**src/shared/ppol_pkg.sv**
```systemverilog
package ppol_pkg;

    // ************************************************************
    // pin arrangement: bits 7:0 are port A, bits 15:8 port B
    // ************************************************************
    localparam int PIN_COUNT      = 16;
    localparam int PORT_WIDTH     = 8;
    localparam int PORTB_BASE     = 8;
    localparam int EXT_IRQ_COUNT  = 4;
    localparam int EXT_IRQ_PIN_LO = 4;
    localparam int ANALOG_COUNT   = 5;
    localparam int TEST_PIN_LO    = 8;
    localparam int TEST_PIN_COUNT = 4;
    localparam int OC_A_PIN       = 14;
    localparam int OC_B_PIN       = 15;

    // ************************************************************
    // register byte offsets
    // ************************************************************
    localparam logic [7:0] OFS_PORTA_OUTPUT = 8'h00;
    localparam logic [7:0] OFS_PORTA_DIR    = 8'h04;
    localparam logic [7:0] OFS_PORTA_INPUT  = 8'h08;
    localparam logic [7:0] OFS_PORTB_OUTPUT = 8'h0C;
    localparam logic [7:0] OFS_PORTB_DIR    = 8'h10;
    localparam logic [7:0] OFS_PORTB_INPUT  = 8'h14;
    localparam logic [7:0] OFS_PORT_CTRL    = 8'h18;
    localparam logic [7:0] OFS_EXT_IRQ_CFG  = 8'h1C;
    localparam logic [7:0] OFS_EXT_IRQ_FLAG = 8'h20;

    // ************************************************************
    // field positions and reset values
    // ************************************************************
    localparam int CTRL_PUD_BIT      = 0;
    localparam int CFG_ENABLE_LO     = 0;
    localparam int CFG_SENSE_LO      = 8;
    localparam int CFG_SENSE_WIDTH   = 8;

    localparam logic [7:0] PORT_RESET  = 8'h00;
    localparam logic [3:0] IRQ_RESET   = 4'h0;
    localparam logic [7:0] SENSE_RESET = 8'h00;

    // test port pull-up override values for pins B3..B0
    localparam logic [3:0] TEST_PULLUP_VALUE = 4'hE;

    // ************************************************************
    // external interrupt sense encodings
    // ************************************************************
    typedef enum logic [1:0] {
        SENSE_LOW_LEVEL = 2'h0,
        SENSE_ANY_EDGE  = 2'h1,
        SENSE_FALLING   = 2'h2,
        SENSE_RISING    = 2'h3
    } ppol_sense_t;

endpackage : ppol_pkg

```
**src/hdl/ppol_top.sv**
```systemverilog
`timescale 1ns/1ns

// Summary of operation
// - digital input clamped low while sleep clamp is asserted
// - enabled external interrupt pins bypass the clamp
// - clamp release edge sets external interrupt flag even if disabled
// - pull-up from override if enabled, else dir/out/disable = 010
// - active pull-up override ignores direction, output and disable
// - driver enable from direction override if enabled, else direction
// - active direction override sets driver whatever the direction bit
// - level from value override if enabled, else from output bit
// - active value override sets level whatever the output bit
// - toggle override inverts the output bit
// - input enable from override if enabled, else normal versus clamp
// - active input enable override ignores sleep state
// - alternate functions other than the test port and the analog path get the clamped input, registered once, and synchronise it
// - analog path taken straight from the pad
// - port A pins 7..4 are external interrupts 3..0, input override only
// - port A pins 4..0 feed converter channels; low pins no overrides
// - port B pin 7 carries timer 0 compare B if direction is output
// - port B pin 6 carries timer 0 compare A if direction is output
// - pins feed pin change sources; A to 7..0, B to 15..8
// - port B pins 3..0 are test clock, mode select, data in, data out
// - enabled test port takes over port B pins 3..0
// - without overrides direction one is output, zero is input
module ppol_top (
    input  wire logic        clk_in,               // i/o clock
    input  wire logic        rst_b_in,             // async reset, active low
    input  wire logic        psel_in,              // apb select
    input  wire logic        penable_in,           // apb enable
    input  wire logic        pwrite_in,            // apb direction
    input  wire logic [7:0]  paddr_in,             // apb byte address
    input  wire logic [31:0] pwdata_in,            // apb write data
    output logic      [31:0] prdata_out,           // apb read data
    output logic             pready_out,           // apb ready
    output logic             pslverr_out,          // apb error
    input  wire logic [15:0] pad_in,               // pad levels
    output logic      [15:0] pad_out,              // pad drive level
    output logic      [15:0] pad_oe_out,           // pad driver enable
    output logic      [15:0] pad_pullup_out,       // pad pull-up enable
    input  wire logic        sleep_clamp_in,       // sleep clamp request
    input  wire logic [15:0] pin_toggle_override_enable_in, // toggle
    input  wire logic        timer0_compare_out_a_in,    // compare a
    input  wire logic        timer0_compare_a_en_in,     // compare a on
    input  wire logic        timer0_compare_out_b_in,    // compare b
    input  wire logic        timer0_compare_b_en_in,     // compare b on
    input  wire logic        test_port_enabled_in,       // test port on
    input  wire logic        test_data_out_in,           // test data out
    input  wire logic        test_shift_in,              // shifting ir/dr
    output logic      [15:0] pin_change_irq_sources_out, // pin change
    output logic      [3:0]  external_irq_inputs_out,    // ext irq inputs
    output logic      [3:0]  ext_irq_flag_out,           // ext irq flags
    output logic      [4:0]  alt_function_analog_path_out, // converter
    output logic      [2:0]  test_port_in_out     // tck, tms, tdi
);

    // ************************************************************
    // registers
    // ************************************************************
    logic [15:0] pin_output_bit_reg;
    logic [15:0] pin_direction_bit_reg;
    logic        global_pullup_disable_reg;
    logic [3:0]  ext_irq_enable_reg;
    logic [7:0]  ext_irq_sense_reg;
    logic [3:0]  ext_irq_flag_reg;
    logic [15:0] digital_in_reg;
    logic [3:0]  ext_in_prev_reg;

    // ************************************************************
    // override vectors
    // ************************************************************
    logic [15:0] pullup_override_enable;
    logic [15:0] pullup_override_value;
    logic [15:0] direction_override_enable;
    logic [15:0] direction_override_value;
    logic [15:0] pin_value_override_enable;
    logic [15:0] pin_value_override_value;
    logic [15:0] input_enable_override_enable;
    logic [15:0] input_enable_override_value;
    logic [15:0] pullup_next;
    logic [15:0] oe_next;
    logic [15:0] level_next;
    logic [15:0] input_enable;
    logic [15:0] alt_function_digital_in;

    always_comb begin
        pullup_override_enable       = 16'h0000;
        pullup_override_value        = 16'h0000;
        direction_override_enable    = 16'h0000;
        direction_override_value     = 16'h0000;
        pin_value_override_enable    = 16'h0000;
        pin_value_override_value     = 16'h0000;
        input_enable_override_enable = 16'h0000;
        input_enable_override_value  = 16'h0000;
        // external interrupt pins only override input enable
        input_enable_override_enable[ppol_pkg::EXT_IRQ_PIN_LO +:
            ppol_pkg::EXT_IRQ_COUNT] = ext_irq_enable_reg;
        input_enable_override_value[ppol_pkg::EXT_IRQ_PIN_LO +:
            ppol_pkg::EXT_IRQ_COUNT] = ext_irq_enable_reg;
        // timer compare outputs take the level, not the direction
        pin_value_override_enable[ppol_pkg::OC_B_PIN] =
            timer0_compare_b_en_in;
        pin_value_override_value[ppol_pkg::OC_B_PIN] =
            timer0_compare_out_b_in;
        pin_value_override_enable[ppol_pkg::OC_A_PIN] =
            timer0_compare_a_en_in;
        pin_value_override_value[ppol_pkg::OC_A_PIN] =
            timer0_compare_out_a_in;
        // test port claims port b pins 3..0
        pullup_override_enable[ppol_pkg::TEST_PIN_LO +:
            ppol_pkg::TEST_PIN_COUNT] = {4{test_port_enabled_in}};
        pullup_override_value[ppol_pkg::TEST_PIN_LO +:
            ppol_pkg::TEST_PIN_COUNT] = ppol_pkg::TEST_PULLUP_VALUE;
        direction_override_enable[ppol_pkg::TEST_PIN_LO +:
            ppol_pkg::TEST_PIN_COUNT] = {4{test_port_enabled_in}};
        direction_override_value[ppol_pkg::TEST_PIN_LO] = test_shift_in;
        pin_value_override_enable[ppol_pkg::TEST_PIN_LO] =
            test_port_enabled_in;
        pin_value_override_value[ppol_pkg::TEST_PIN_LO] = test_data_out_in;
        input_enable_override_enable[ppol_pkg::TEST_PIN_LO +:
            ppol_pkg::TEST_PIN_COUNT] = {4{test_port_enabled_in}};
    end

    // ************************************************************
    // per-pin control path
    // ************************************************************
    genvar gi;
    generate
        for (gi = 0; gi < ppol_pkg::PIN_COUNT; gi++) begin : g_pin
            assign pullup_next[gi] = pullup_override_enable[gi] ?
                pullup_override_value[gi] :
                (~pin_direction_bit_reg[gi] & pin_output_bit_reg[gi] &
                 ~global_pullup_disable_reg);
            assign oe_next[gi] = direction_override_enable[gi] ?
                direction_override_value[gi] :
                pin_direction_bit_reg[gi];
            assign level_next[gi] = pin_value_override_enable[gi] ?
                pin_value_override_value[gi] :
                pin_output_bit_reg[gi];
            assign input_enable[gi] = input_enable_override_enable[gi] ?
                input_enable_override_value[gi] :
                ~sleep_clamp_in;
            // clamp to ground ahead of the schmitt trigger
            assign alt_function_digital_in[gi] =
                pad_in[gi] & input_enable[gi];
        end
    endgenerate

    always_ff @(posedge clk_in or negedge rst_b_in) begin
        if (!rst_b_in) begin
            pad_out        <= 16'h0000;
            pad_oe_out     <= 16'h0000;
            pad_pullup_out <= 16'h0000;
        end else begin
            pad_out        <= level_next;
            pad_oe_out     <= oe_next;
            pad_pullup_out <= pullup_next;
        end
    end

    // ************************************************************
    // inputs toward alternate functions
    // ************************************************************
    // one register stage only; receivers still synchronise
    always_ff @(posedge clk_in or negedge rst_b_in) begin
        if (!rst_b_in) begin
            digital_in_reg <= 16'h0000;
        end else begin
            digital_in_reg <= alt_function_digital_in;
        end
    end

    always_ff @(posedge clk_in or negedge rst_b_in) begin
        if (!rst_b_in) begin
            pin_change_irq_sources_out   <= 16'h0000;
            external_irq_inputs_out      <= 4'h0;
            alt_function_analog_path_out <= 5'h00;
            test_port_in_out             <= 3'h0;
        end else begin
            pin_change_irq_sources_out <= alt_function_digital_in;
            external_irq_inputs_out <=
                alt_function_digital_in[ppol_pkg::EXT_IRQ_PIN_LO +:
                    ppol_pkg::EXT_IRQ_COUNT];
            // raw pad sample, no input enable or clamp
            alt_function_analog_path_out <=
                pad_in[ppol_pkg::ANALOG_COUNT-1:0];
            // test inputs bypass the disabled digital input
            test_port_in_out <= pad_in[ppol_pkg::TEST_PIN_LO + 1 +: 3];
        end
    end

    // ************************************************************
    // external interrupt edge flags
    // ************************************************************
    logic [3:0] ext_now;
    logic [3:0] ext_edge_set;

    assign ext_now = alt_function_digital_in[ppol_pkg::EXT_IRQ_PIN_LO +:
        ppol_pkg::EXT_IRQ_COUNT];

    // edges are seen whether or not the request is enabled, so a clamp
    // release on a high pin raises the flag on wake
    generate
        for (gi = 0; gi < ppol_pkg::EXT_IRQ_COUNT; gi++) begin : g_irq
            logic [1:0] sense;
            assign sense = ext_irq_sense_reg[2*gi +: 2];
            assign ext_edge_set[gi] =
                ((sense == ppol_pkg::SENSE_ANY_EDGE) &&
                 (ext_now[gi] != ext_in_prev_reg[gi])) ||
                ((sense == ppol_pkg::SENSE_FALLING) &&
                 !ext_now[gi] && ext_in_prev_reg[gi]) ||
                ((sense == ppol_pkg::SENSE_RISING) &&
                 ext_now[gi] && !ext_in_prev_reg[gi]);
        end
    endgenerate

    // ************************************************************
    // apb slave
    // ************************************************************
    logic        apb_commit;
    logic        apb_wr;
    logic        addr_mapped;
    logic [31:0] read_mux;

    // pready comes one cycle into the access phase so it can be a flop
    assign apb_commit = psel_in & penable_in & pready_out;
    assign apb_wr     = apb_commit & pwrite_in & ~pslverr_out;

    always_comb begin
        read_mux    = 32'h0000_0000;
        addr_mapped = 1'b1;
        if (paddr_in == ppol_pkg::OFS_PORTA_OUTPUT) begin
            read_mux[7:0] = pin_output_bit_reg[7:0];
        end else if (paddr_in == ppol_pkg::OFS_PORTA_DIR) begin
            read_mux[7:0] = pin_direction_bit_reg[7:0];
        end else if (paddr_in == ppol_pkg::OFS_PORTA_INPUT) begin
            read_mux[7:0] = digital_in_reg[7:0];
        end else if (paddr_in == ppol_pkg::OFS_PORTB_OUTPUT) begin
            read_mux[7:0] = pin_output_bit_reg[15:8];
        end else if (paddr_in == ppol_pkg::OFS_PORTB_DIR) begin
            read_mux[7:0] = pin_direction_bit_reg[15:8];
        end else if (paddr_in == ppol_pkg::OFS_PORTB_INPUT) begin
            read_mux[7:0] = digital_in_reg[15:8];
        end else if (paddr_in == ppol_pkg::OFS_PORT_CTRL) begin
            read_mux[ppol_pkg::CTRL_PUD_BIT] = global_pullup_disable_reg;
        end else if (paddr_in == ppol_pkg::OFS_EXT_IRQ_CFG) begin
            read_mux[ppol_pkg::CFG_ENABLE_LO +: 4] = ext_irq_enable_reg;
            read_mux[ppol_pkg::CFG_SENSE_LO +: 8]  = ext_irq_sense_reg;
        end else if (paddr_in == ppol_pkg::OFS_EXT_IRQ_FLAG) begin
            read_mux[3:0] = ext_irq_flag_reg;
        end else begin
            addr_mapped = 1'b0;
        end
    end

    always_ff @(posedge clk_in or negedge rst_b_in) begin
        if (!rst_b_in) begin
            pready_out  <= 1'b0;
            pslverr_out <= 1'b0;
            prdata_out  <= 32'h0000_0000;
        end else begin
            pready_out  <= psel_in & penable_in & ~pready_out;
            pslverr_out <= psel_in & penable_in & ~pready_out &
                           ~addr_mapped;
            if (psel_in & penable_in & ~pready_out & ~pwrite_in) begin
                prdata_out <= read_mux;
            end
        end
    end

    // ************************************************************
    // port data and direction
    // ************************************************************
    logic [15:0] toggle_mask;

    always_comb begin
        toggle_mask = pin_toggle_override_enable_in;
        if (apb_wr && paddr_in == ppol_pkg::OFS_PORTA_INPUT) begin
            toggle_mask[7:0] = toggle_mask[7:0] | pwdata_in[7:0];
        end
        if (apb_wr && paddr_in == ppol_pkg::OFS_PORTB_INPUT) begin
            toggle_mask[15:8] = toggle_mask[15:8] | pwdata_in[7:0];
        end
    end

    always_ff @(posedge clk_in or negedge rst_b_in) begin
        if (!rst_b_in) begin
            pin_output_bit_reg <= {2{ppol_pkg::PORT_RESET}};
        end else if (apb_wr && paddr_in == ppol_pkg::OFS_PORTA_OUTPUT) begin
            pin_output_bit_reg <= {pin_output_bit_reg[15:8] ^
                                   toggle_mask[15:8], pwdata_in[7:0]};
        end else if (apb_wr && paddr_in == ppol_pkg::OFS_PORTB_OUTPUT) begin
            pin_output_bit_reg <= {pwdata_in[7:0],
                                   pin_output_bit_reg[7:0] ^
                                   toggle_mask[7:0]};
        end else begin
            pin_output_bit_reg <= pin_output_bit_reg ^ toggle_mask;
        end
    end

    always_ff @(posedge clk_in or negedge rst_b_in) begin
        if (!rst_b_in) begin
            pin_direction_bit_reg <= {2{ppol_pkg::PORT_RESET}};
        end else if (apb_wr && paddr_in == ppol_pkg::OFS_PORTA_DIR) begin
            pin_direction_bit_reg[7:0] <= pwdata_in[7:0];
        end else if (apb_wr && paddr_in == ppol_pkg::OFS_PORTB_DIR) begin
            pin_direction_bit_reg[15:8] <= pwdata_in[7:0];
        end
    end

    // ************************************************************
    // control and external interrupt registers
    // ************************************************************
    always_ff @(posedge clk_in or negedge rst_b_in) begin
        if (!rst_b_in) begin
            global_pullup_disable_reg <= 1'b0;
        end else if (apb_wr && paddr_in == ppol_pkg::OFS_PORT_CTRL) begin
            global_pullup_disable_reg <= pwdata_in[ppol_pkg::CTRL_PUD_BIT];
        end
    end

    always_ff @(posedge clk_in or negedge rst_b_in) begin
        if (!rst_b_in) begin
            ext_irq_enable_reg <= ppol_pkg::IRQ_RESET;
            ext_irq_sense_reg  <= ppol_pkg::SENSE_RESET;
        end else if (apb_wr && paddr_in == ppol_pkg::OFS_EXT_IRQ_CFG) begin
            ext_irq_enable_reg <= pwdata_in[ppol_pkg::CFG_ENABLE_LO +: 4];
            ext_irq_sense_reg  <= pwdata_in[ppol_pkg::CFG_SENSE_LO +: 8];
        end
    end

    // write one to clear; a new edge in the same cycle wins
    logic [3:0] flag_clear;
    logic [3:0] flag_next;
    assign flag_clear = (apb_wr && paddr_in == ppol_pkg::OFS_EXT_IRQ_FLAG) ?
                        pwdata_in[3:0] : 4'h0;
    assign flag_next  = (ext_irq_flag_reg & ~flag_clear) |
                        ext_edge_set;

    always_ff @(posedge clk_in or negedge rst_b_in) begin
        if (!rst_b_in) begin
            ext_irq_flag_reg <= ppol_pkg::IRQ_RESET;
            ext_in_prev_reg  <= 4'h0;
            ext_irq_flag_out <= 4'h0;
        end else begin
            ext_in_prev_reg  <= ext_now;
            ext_irq_flag_reg <= flag_next;
            ext_irq_flag_out <= flag_next;
        end
    end

endmodule : ppol_top

```
**config.mk**
```make
export PLATFORM = sky130hd
export DESIGN_NAME = ppol_top
export DESIGN_NICKNAME = d
export VERILOG_FILES = /design/src/shared/ppol_pkg.sv /design/src/hdl/ppol_top.sv
export SDC_FILE = /design/constraint.sdc
export NUM_CORES = 1
export LEC_CHECK = 0
export ABC_AREA = 1
export BUFFER_PORTS_ARGS = -buffer_cell sky130_fd_sc_hd__buf_2
export CORE_UTILIZATION = 45
export CTS_CLUSTER_SIZE = 40
export DETAILED_ROUTE_END_ITERATION = 10
export GPL_ROUTABILITY_DRIVEN = 0
export GPL_TIMING_DRIVEN = 0
export PLACE_DENSITY = 0.75
export SLEW_MARGIN = 20
export SYNTH_ARGS = -nofsm -noshare
export SYNTH_HDL_FRONTEND = slang
export SYNTH_SLANG_ARGS = --single-unit
```
**constraint.sdc**
```tcl
create_clock -name clk_in -period 1.3 [get_ports clk_in]
set_input_delay 0.26 -clock clk_in [delete_from_list [all_inputs] [get_ports clk_in]]
set_output_delay 0.26 -clock clk_in [all_outputs]
set_load 0.02 [all_outputs]
```
==> metrics.cfg <==
[cts]
cts_tree=done
clock_path_buffers=2
cts-root-buf=clkbuf_16
htreeDepth=4
cts_made_buffers=17
clk_pin_slew_ps=60
clk_latency_ps=430
clkSinkCount=139

[setup_path]
cp.required_ps=1610
arrival_ps=1750
worstPathBufferInverterCount=0
end_kind=register
worstPathMaxFanout=8
path_cells=nor2_4 -> nand3_4 -> nor2_4 -> a21o_1 -> xor2_1 -> o21ai_1
path_delay_family=simple AND/OR/NAND/NOR gates
max_stage_delay_ps=420
critPathKind=register to register
crit_slowest_cell=dfrtp_2
crit_path_frequent_cell=nor2_4
start_kind=register

[logic_synthesis]
ys_seq_elements=139
synth-main-ff-cell=dfrtp_1
synthTopCellsByCount=nand2_1 (153), dfrtp_1 (139), inv_1 (84), nand3_1 (56), nor2_1 (43)
synthCells=659
avgSynthCellArea_um2=8.96
synth_cell_type_count=29
synth_area_leaders=dfrtp_1 (59%), nand2_1 (9.7%), inv_1 (5.3%), nand3_1 (4.7%), o21ai_0 (2.8%)
ys_warn_count=0
syn-cell-area_um2=5900
synthMostInstantiatedCell=nand2_1
ys_seq_area_share_pct=58.9
synth_top_cell_area_share_pct=58.9
synth-edff-count=0
synth_largest_area_cell=dfrtp_1
async_flop_share_pct=100

[floorplan]
initial_core_util_pct=46.4
die-area_um2=13600
core_area_um2=12700
rows=41
die_x_um=117
die_y_um=117
boundaryPins=199

[final_layout]
final_util_pct=63.5
nFillCells=1097
syn2layout_area_growth_pct=36.8
fin_nets=960
layout-drive-gt1-share_pct=34.2
num_antenna_cells=0

[timing]
period_share_pct=111
skew_ps=7.89
fmax_mhz=693
final_max_slew_viol_count=0
setup-tns-final_ps=-4150
finalSetupViolCount=47
setup_ws_ps=-143
rsz0062_at_grt=true
post-route-min-period_ps=1440
finalHoldViolCount=0

[placed_design]
io_buffers=165
hpwl_mm=12.0
dp_worst_setup_slack_ps=-508

[routing]
drtPass1Iterations=5
drtIter0Drc=425
wl_mm=16.7
avgRoutedWirePerCell_um=15.7
vias=5167
drc=0
final_antenna_net_count=0
via_per_inst=4.87

[power]
leakagePower_nw=4.42
ir_drop_uv=947
powerDensity_nw_per_um2=1370
fin_total_pwr_w=0.0111

[global_route]
gr-total-overflow=0
grt.total_usage_pct=25.9
grt_max_degree=77
grt_pass1_wl_mm=25.8
grt_pass1_vias=4938
grt_antenna_before_repair=0

[flow_run]
drv_cap=0

[status]
violations=setup timing
status=finished with violations

[worst_hold_path]
min_path_type=input pin to register

==> per-stage QoR <==
stage / hold slack [ps] / std cells / area (um2)
2_1_floorplan: -35.6 / 674 / 6000
3_3_place_gp: 380 / 1011 / 7040
3_5_place_dp: 238 / 1012 / 7080
4_1_cts: 13.7 / 1054 / 7890
5_1_grt: 26.1 / 1060 / 8080
6_report: 33.6 / 1060 / 8080
==> metal layers <==
layer	global-route usage, %	vias up	wire [um]
met5	0	-	0
met4	9.83	0	373
met3	6.54	31	1320
met2	42.1	240	7950
met1	33.6	2414	7020
li1	-	2482	-
==> final timing paths <==
check | slack (ps) | end | startpoint | depth (start not counted)
worst max-delay path | -140 | pin_output_bit_reg[14]$_DFF_PN0_ | pslverr_out$_DFF_PN0_ | 6
worst min-delay path | 30 | pin_change_irq_sources_out[12]$_DFF_PN0_ | pad_in[12] | 3
worst max register to register | -140 | pin_output_bit_reg[14]$_DFF_PN0_ | pslverr_out$_DFF_PN0_ | 6
worst min register to register | 400 | pad_out[4]$_DFF_PN0_ | pin_output_bit_reg[4]$_DFF_PN0_ | 0
max in group asynchronous | 200 | pin_change_irq_sources_out[13]$_DFF_PN0_ | rst_b_in | 3
min in group asynchronous | 370 | pad_pullup_out[6]$_DFF_PN0_ | rst_b_in | 2
==> cell families (layout without fill, tap and decap cells) <==
group / count (synthesis) / after routing / share of synthesized area (%)
other: 1 / 16 / 0.0635
AND/OR/NAND/NOR: 291 / 291 / 21.9
XOR/XNOR: 9 / 9 / 1.34
buffers and inverters: 126 / 340 / 9.67
AO/OA/AOI/OAI: 93 / 93 / 8.14
flip-flops: 139 / 139 / 58.9
==> power by group <==
part / leakage [nW] / total (W) / internal, W / switching, W
Clock: 0.285 / 0.00495 / 0.00306 / 0.00188
Combinational: 2.43 / 0.00138 / 0.000484 / 0.000897
Sequential: 1.71 / 0.00476 / 0.00462 / 0.000147
==> area by class of cell <==
cell class	count	area, um2	share of cell area (%)
flip-flops and latches	139	3490	43.2
multi-input cells	409	2080	25.8
repair buffers	185	1090	13.5
clock buffers	18	439	5.44
inverters	92	353	4.37
plain buffers	31	241	2.99
well taps	172	215	2.67
clock inverters	14	169	2.09
==> cells in the final DEF (no fill, tap or decap), types with 2 or more instances in the layout <==
cell type      synthesis  final
a21oi_1               24     23
buf_2                  8    158
buf_4                 21     30
buf_6                  1     13
bufinv_16              0      3
clkbuf_16              0     17
clkbuf_2               0      2
clkinv_2               1      3
clkinvlp_4             0      5
conb_1                 1     16
dfrtp_1              139    132
dfrtp_2                0      7
dlygate4sd3_1          0      9
inv_1                 84     82
inv_2                  7      8
inv_6                  0      3
nand2_1              153    137
nand2_2                8     18
nand2_4                2      8
nand3_1               56     52
nand3_2                2      3
nand3_4                0      3
nand4_1                2      2
nor2_1                43     40
nor2_2                 4      2
nor2_4                 5     10
nor3_1                13     13
o21ai_0               33     24
o21ai_1               30     37
o21ai_2                0      2
o31ai_1                4      4
xor2_1                 9      9
==> worst register-to-register path, cell delays in order, from the launching register on <==
cell and delay (ps):
dfrtp_2 420, nor2_4 100, nand3_4 160, nor2_4 250
a21o_1 160, xor2_1 170, o21ai_1 70
==> timing repair <==
action / CTS / global route
setup buffers: 4 / 6
hold endpoints to repair: 71 / 0
resized for setup: 43 / 36
pin swaps: 10 / 12
hold buffers: 9 / 0
endpoints found under the setup margin: 83 / 73
gates cloned: 0 / 0
No activity file was read; power rests on OpenSTA's default activity.
